===== src/verilog/dss_pkg.sv =====
// Package: types and constants for the decrement/skip/subtract datapath
package dss_pkg;

	localparam int DATA_W    = 8;
	localparam int ADDR_W    = 8;
	localparam int PC_W      = 12;
	localparam logic [7:0] ACC_RST = 8'h00;
	localparam logic [11:0] PC_RST = 12'h000;
	localparam logic [7:0] DEC_ONE = 8'h01;

	typedef enum logic [1:0] {
		DSS_OP_NONE  = 2'h0,
		DSS_OP_SBCM  = 2'h1,
		DSS_OP_DECM  = 2'h2,
		DSS_OP_DECA  = 2'h3
	} dss_op_t;

	// One issued instruction from the fetch path
	typedef struct packed {
		logic             valid;
		dss_op_t          op;
		logic [ADDR_W-1:0] addr;
	} dss_instr_t;

	// Status flags touched by the subtract
	typedef struct packed {
		logic ov;
		logic z;
		logic ac;
		logic c;
		logic sc;
		logic cz;
	} dss_flags_t;

	// Data memory write port
	typedef struct packed {
		logic             we;
		logic [ADDR_W-1:0] addr;
		logic [DATA_W-1:0] data;
	} dss_memwr_t;

	typedef enum logic [1:0] {
		DSS_ST_RUN  = 2'b00,
		DSS_ST_FILL = 2'b01
	} dss_state_t;

endpackage


===== src/verilog/dss_alu.sv =====
// Decrement-skip and subtract-with-borrow datapath with program counter
`timescale 1ns/10ps

// Summary of operation
// - Subtract-with-borrow: memory gets ACC minus operand minus inverted carry; flags update.
// - Carry clears on negative result, sets on zero or positive.
// - Memory decrement stores operand minus one; skip next instruction when zero.
// - Decrement-skip takes two cycles; a dummy replaces the skipped instruction.
// - Accumulator decrement loads ACC with operand minus one; memory untouched.
// - Non-zero decrement result still takes the dummy cycle, then continues with the next instruction.
module dss_alu (
	input  wire logic                      sys_clk,
	input  wire logic                      nrst,
	input  wire dss_pkg::dss_instr_t       instr,
	input  wire logic [dss_pkg::DATA_W-1:0] memRdData,
	output dss_pkg::dss_memwr_t            memWr,
	output logic [dss_pkg::DATA_W-1:0]     acc,
	output dss_pkg::dss_flags_t            flags,
	output logic [dss_pkg::PC_W-1:0]       pc,
	output logic                           skipActive,
	output logic                           busy
);
	import dss_pkg::*;

	typedef struct packed {
		dss_state_t        st;
		logic [DATA_W-1:0] acc;
		dss_flags_t        flags;
		dss_memwr_t        wr;
		logic [PC_W-1:0]   pc;
		logic              skip;
		logic              busy;
	} dss_regs_t;

	dss_regs_t state_r;
	dss_regs_t state_nxt;

	logic [DATA_W-1:0] subDiff;
	dss_flags_t        subFlags;
	logic [DATA_W-1:0] decVal;
	logic              decZero;

	////////////////////////////////////////////////////////////////////////////////
	dss_sub_unit uSub (
		.minuend    (state_r.acc),
		.subtrahend (memRdData),
		.carryIn    (state_r.flags.c),
		.prevZ      (state_r.flags.z),
		.diff       (subDiff),
		.flags      (subFlags)
	);

	////////////////////////////////////////////////////////////////////////////////
	always_comb begin
		decVal  = memRdData - DEC_ONE;
		decZero = (decVal == 8'h00);
		state_nxt        = state_r;
		state_nxt.wr.we  = 1'b0;
		state_nxt.skip   = 1'b0;
		state_nxt.busy   = 1'b0;
		unique case (state_r.st)
			DSS_ST_RUN: begin
				if (instr.valid) begin
					state_nxt.pc = state_r.pc + 12'h001;
					unique case (instr.op)
						DSS_OP_SBCM: begin
							state_nxt.wr.we   = 1'b1;
							state_nxt.wr.addr = instr.addr;
							state_nxt.wr.data = subDiff;
							state_nxt.flags   = subFlags;
						end
						DSS_OP_DECM: begin
							state_nxt.wr.we   = 1'b1;
							state_nxt.wr.addr = instr.addr;
							state_nxt.wr.data = decVal;
							state_nxt.st   = DSS_ST_FILL;
							state_nxt.busy = 1'b1;
							state_nxt.skip = decZero;
						end
						DSS_OP_DECA: begin
							state_nxt.acc  = decVal;
							state_nxt.st   = DSS_ST_FILL;
							state_nxt.busy = 1'b1;
							state_nxt.skip = decZero;
						end
						DSS_OP_NONE: begin
							state_nxt.pc = state_r.pc + 12'h001;
						end
					endcase
				end
			end
			DSS_ST_FILL: begin
				state_nxt.st = DSS_ST_RUN;
				if (state_r.skip) begin
					state_nxt.pc = state_r.pc + 12'h001;
				end
			end
			default: begin
				state_nxt.st = DSS_ST_RUN;
			end
		endcase
		if (!nrst) begin
			state_nxt.st    = DSS_ST_RUN;
			state_nxt.acc   = ACC_RST;
			state_nxt.flags = '0;
			state_nxt.wr    = '0;
			state_nxt.pc    = PC_RST;
			state_nxt.skip  = 1'b0;
			state_nxt.busy  = 1'b0;
		end
	end

	always_ff @(posedge sys_clk) begin
		state_r <= state_nxt;
	end

	assign memWr      = state_r.wr;
	assign acc        = state_r.acc;
	assign flags      = state_r.flags;
	assign pc         = state_r.pc;
	assign skipActive = state_r.skip;
	assign busy       = state_r.busy;
endmodule


===== src/verilog/dss_sub_unit.sv =====
// Byte subtractor with borrow and flag generation
`timescale 1ns/10ps
module dss_sub_unit (
	input  wire logic [7:0]         minuend,
	input  wire logic [7:0]         subtrahend,
	input  wire logic               carryIn,
	input  wire logic               prevZ,
	output logic [7:0]              diff,
	output dss_pkg::dss_flags_t     flags
);
	import dss_pkg::*;

	logic [8:0] full;
	logic [4:0] low;

	always_comb begin
		full = {1'b0, minuend} - {1'b0, subtrahend} - {8'h00, ~carryIn};
		low  = {1'b0, minuend[3:0]} - {1'b0, subtrahend[3:0]} - {4'h0, ~carryIn};
		diff = full[7:0];
		flags.c  = ~full[8];
		flags.ac = ~low[4];
		flags.z  = (full[7:0] == 8'h00);
		flags.ov = (minuend[7] ^ subtrahend[7]) & (minuend[7] ^ full[7]);
		flags.sc = full[7] ^ flags.ov;
		flags.cz = flags.z & prevZ;
	end
endmodule

===== config.mk =====
export PLATFORM = sky130hd
export DESIGN_NAME = dss_alu
export DESIGN_NICKNAME = d
export VERILOG_FILES = /design/src/verilog/dss_pkg.sv /design/src/verilog/dss_alu.sv /design/src/verilog/dss_sub_unit.sv
export SDC_FILE = /design/constraint.sdc
export NUM_CORES = 1
export LEC_CHECK = 0
export BUFFER_PORTS_ARGS = -buffer_cell sky130_fd_sc_hd__buf_4
export CAP_MARGIN = 5
export CORE_UTILIZATION = 35
export DETAILED_ROUTE_END_ITERATION = 8
export SYNTH_ARGS = -nofsm -noshare
export SYNTH_HDL_FRONTEND = slang
export SYNTH_SLANG_ARGS = --single-unit

===== constraint.sdc =====
create_clock -name sys_clk -period 3.5 [get_ports sys_clk]
set_input_delay 1.05 -clock sys_clk [delete_from_list [all_inputs] [get_ports sys_clk]]
set_output_delay 1.05 -clock sys_clk [all_outputs]
set_load 0.1 [all_outputs]

**After elaboration in Yosys (flattened, before gate mapping)**

Cells that the tools add are included.

- $add $sub $neg: 6
- Equality and inequality tests: 5
- Muxes and demuxes: 5
- Bitwise gates (word level): 8
- Reductions and logical operators: 14

Operators with widths:

| operator | count |
|---|---|
| 17-bit one-hot mux with 2 select lines | 1 |
| 12-bit one-hot mux with 2 select lines | 1 |
| 8-bit zero test | 2 |
| 3-bit AND reduction | 5 |
| 14-bit 2-to-1 mux | 1 |
| 12-bit by 1-bit adder with 12-bit output (second input constant) | 1 |
| 12-bit 2-to-1 mux | 1 |
| 8-bit by 8-bit subtractor with 9-bit output | 1 |
| 9-bit by 1-bit subtractor with 9-bit output | 1 |
| 8-bit by 1-bit subtractor with 8-bit output (second input constant) | 1 |
| 4-bit by 4-bit subtractor with 5-bit output | 1 |
| 5-bit by 1-bit subtractor with 5-bit output | 1 |
| 2-bit == test (second input constant) | 2 |
| 2-bit != test (second input constant) | 2 |
| 2-bit AND reduction | 2 |
| 4-bit AND reduction | 1 |
| 2-bit nonzero test | 2 |
| 1-bit inverter | 3 |
| 1-bit XOR | 3 |
| 1-bit AND | 2 |
| 2-bit by 1-bit == test with 1-bit output (second input constant) | 1 |
| 2-bit zero test | 1 |
| 2-bit 2-to-1 mux | 1 |
| 2-bit OR reduction | 1 |

- Flip-flop bits (word level): 46
- Output and inout port bits: 45
- Word-level logic and storage cells: 52

**Logic depth before layout (Yosys ltp)**

- Depth in word-level cells: 5
- Depth in mapped cells: 9
- Gate-level depth less buffers: 9

**By module**

A second synthesis with hierarchy kept.

- Cell total of the unflattened synthesis: 361
- Area total of the unflattened synthesis: 2,926.6 µm²

By module, submodules not included:

| module | instances | cells an instance | area an instance (µm²) | seq. area each (µm²) |
|---|---|---|---|---|
| dss_alu | 1 | 280 | 2,317.2 | 920.9 |
| dss_sub_unit | 1 | 81 | 609.3 | 0.0 |

**Least setup slack after synthesis**

OpenSTA, ideal clock, no wires.

- Kind: input to register
- Start: input memRdData[5] in the netlist's numbering
- End: register state_r (netlist bit flags[4])
- Arrival time: 2.820 ns
- Data required time: 3.412 ns
- Path slack: 0.591 ns
- Stages on the path: 8
- Path buffers: 0
- Cell sequence: ha_1 -> inv_1 -> ha_1 -> a21oi_2 -> a21oi_1 -> or4_4 -> and2_4 -> o32ai_2

- Cells in the longest elaborated chain, start to end: 3

Ends and longest elaborated chain:

| element | RTL line | text |
|---|---|---|
| start: declaration | dss_alu.sv:15 | `input wire logic [dss_pkg::DATA_W-1:0] memRdData,` |
| 8-bit by 8-bit subtractor with 9-bit output | dss_sub_unit.sv:17 | `full = {1'b0, minuend} - {1'b0, subtrahend} - {8'h00, ~carryIn};` |
| 9-bit by 1-bit subtractor with 9-bit output | dss_sub_unit.sv:17 |  |
| 8-bit zero test | dss_sub_unit.sv:22 | `flags.z = (full[7:0] == 8'h00);` |
| end signal: assignment | dss_alu.sv:114 | `state_r <= state_nxt;` |
| end: declaration | dss_alu.sv:35 | `dss_regs_t state_r;` |

Every way passes these cells.
A chain may end at the register's enable or synchronous reset.

**Worst setup path after layout**

- Start: input memRdData[0] in the netlist's numbering
- End: register state_r (netlist bit flags[4])

Same word-level chain as after synthesis.

==> results.cfg <==
[status]
status = completed

[drt]
dr_total_vias = 2166
ant_nets = 0
routed_wl_mm = 6.409
drc = 0
firstDrtPassIters = 4
post_drt_wl_per_cell_um = 14.18
drt-vias-per-instance = 4.792
dr.first_iter.drc_count = 42

[global_route]
grt_pass1_vias = 2074
grt_pass1_wl_mm = 10.53
antenna_found_initial = 0
grt_max_degree = 22
grt_overflow = 0
grt_use_total_pct = 16.05

[synthesis]
yosysWarningCount = 0
synth-xor-area-share_pct = 6.586
synth_fa_ha_area_share_pct = 10.39
muxShareOfSynthArea_pct = 1.478
synth.largest_area_cell = dfxtp_1
synthCells = 325
synth_top_family_by_area = buffers and inverters
netlist_area_um2 = 2793
syn-num-nets = 368
ys_ff_latch = 46
synthDistinctLibCells = 50
synthTopCellsByArea = dfxtp_1 (33%), buf_4 (12%), ha_1 (9.0%)
async_flop_share_pct = 0
synth_top_area_share_pct = 32.97
synth.most_common_cell = dfxtp_1
synth_ff_type = dfxtp_1
synthTopCellsByCount = dfxtp_1 (46), buf_4 (43), nor2_1 (31), inv_1 (30), ha_1 (20)
synthSimpleGateAreaFrac_pct = 15.95
synth_compound_area_share_pct = 15.68
yosysSeqAreaShare_pct = 32.97
synth_edf_count = 0
synth.avg_cell_area_um2 = 8.593

[sta]
setup_viol = 0
max_freq_mhz = 343.1
final.setup.worst_slack_ns = 0.5855
maxSlewHeadroom_pct = 53.75
min_period_over_period_pct = 83.27
setup_tns_ns = 0
tightest_slew_ns = 0.6923
finalMaxSlewViolations = 0
hold_viol_final = 0
rsz0062_at_grt = false
fin_worst_skew_ns = 0.005899
period_minus_slack_ns = 2.915

[cells_and_area]
fin_nets = 392
final_layout_size_suffix_gt1_share_pct = 23.14
syn_to_final_growth_pct = 13.31
diodes = 0
stdcell_count = 452

[floorplan]
io_pins = 66
dieWidth_um = 91.33
start_util_pct = 36.14
design.die.area_um2 = 8340
core_um2 = 7727
rows = 32
die_height_um = 91.33

[clock_tree]
clock-sinks = 46
cts.htree.levels = 2
cts_buffer_depth = 2
clk-insertion-delay-late_ns = 0.30
cts_tree = built
cts.repair.resized = 0
ctsHoldBuffers = 0
cts_setup_buffers = 0
cts-buffers-inserted = 5
root_buffer = clkbuf_8
path_clk_slew_ns = 0.08

[critical_path]
path_class = in2reg
r2r_end = flags[4]$_SDFFE_PN0P_
cpPeakStageDelay_ns = 0.46
end_kind = flop
crit_slowest_cell = fa_1
cp.arrival_ns = 3.13
reg2reg_depth = 8
r2r-start = acc[0]$_SDFFE_PN0P_
crit_path_start_kind = input port
rrSetupSlack_ns = 1.07
path_buf_inv = 1
crit_chain = buf_4, fa_1, fa_1, and2_1, o211a_1, xnor2_1, nand4_1, o32ai_2
cpMostUsedCell = fa_1
worstPathRequired_ns = 3.72
cp_max_fo = 6
critPathTopFamily = adder cells

[placed_design]
pre_cts_ws_ns = 0.2924
place_hpwl_mm = 5.018
dp.cells = 444
gp_congestion = 0.8965
io_buffers = 65

[power_and_ir_drop]
pwr_density_cell_nw_per_um2 = 415.3
leakage_nw = 1.364
max-vdd-ir-drop_v = 0.0001694

[hold_path]
hold-path-endpoint = memWr[14]$_SDFFE_PN0P_
holdCritPathClass = reg2reg
holdCritStartpoint = memWr[14]$_SDFFE_PN0P_
hold_path_depth = 1

[flow_run]
drv_cap = 0
-- worst max path at each step --
stage | from | slack, ns | depth (start not counted) | end
floorplan | memRdData[5] | 0.59 | 8 | flags[4]$_SDFFE_PN0P_
global placement | memRdData[0] | 0.36 | 8 | flags[4]$_SDFFE_PN0P_
detailed placement | memRdData[0] | 0.29 | 8 | flags[4]$_SDFFE_PN0P_
CTS | memRdData[0] | 0.61 | 8 | flags[4]$_SDFFE_PN0P_
global route | memRdData[0] | 0.53 | 8 | flags[4]$_SDFFE_PN0P_
finish | memRdData[0] | 0.59 | 8 | flags[4]$_SDFFE_PN0P_
-- state kept, by name, summed over array words and instances, names as in the netlist --
signal	cells
acc	8
busy	1
flags	6
memWr	17
pc	12
skipActive	1
state_r	1
-- power breakdown --
group	total, mW	switching [mW]	internal, mW
registers	0.559	0.0148	0.544
clock network	0.327	0.186	0.141
logic	0.428	0.298	0.130
-- metrics by stage --
step           cell area, um^2  util, %  power, mW  hold slack, ns
6_report                  3164    40.95      1.314          0.4865
5_1_grt                   3164    40.95      1.385          0.5109
3_3_place_gp              3078    39.83     0.9999          0.4633
2_1_floorplan             2793        -     0.9188          0.4500
3_5_place_dp              3078    39.83     0.9992          0.4666
4_1_cts                   3164    40.95      1.339          0.4914
-- placed cells by master, fill, tap and decap left out, drive strengths merged, types with 2 or more instances in the layout --
master and n:
buf 68, dfxtp 46, nor2 31, inv 30, ha 20, a21oi 13, xnor2 12, nand2 11
o21ai 11, nand3 10, a211oi 9, xor2 9, a22o 8, nand4 6, clkbuf 6, or3 5
clkinv 4, nand2b 3, nor3 3, nor2b 3, mux2i 3, a31oi 3, and2 3, nor3b 2
nor4 2, o211ai 2, o211a 2, nand4b 2, a2bb2oi 2, o221ai 2, o22ai 2, fa 2
o31ai 2
-- worst register-to-register path, stage by stage (launching register included) --
cell and delay (ns):
dfxtp_1 0.37, inv_1 0.07, fa_1 0.43, fa_1 0.43
and2_1 0.16, o211a_1 0.23, xnor2_1 0.21, nand4_1 0.20
o32ai_2 0.23
-- per-layer routing --
layer | global-route usage [%] | vias up | share of wire, %
li1 | - | 1124 | -
met1 | 21.13 | 983 | 49
met2 | 26.45 | 50 | 45
met3 | 2.931 | 9 | 4.6
met4 | 5.159 | 0 | 1.5
met5 | 0 | - | 0
-- area by class of cell --
| class | instances | area [um^2] |
|---|---|---|
| fillers | 795 | 4563 |
| well taps | 102 | 127.6 |
| flip-flops and latches | 46 | 920.9 |
| clock buffers | 6 | 72.57 |
| repair buffers | 68 | 510.5 |
| clock inverters | 2 | 13.76 |
| inverters | 32 | 120.1 |
| multi-input cells | 196 | 1399 |
-- kinds of logic after synthesis --
family,Yosys count
compound gates,62
xor+xnor,21
mux,4
simple gates,87
flops,46
buf+inv,83
fa+ha+maj,22
(Power assumes the default switching activity.)
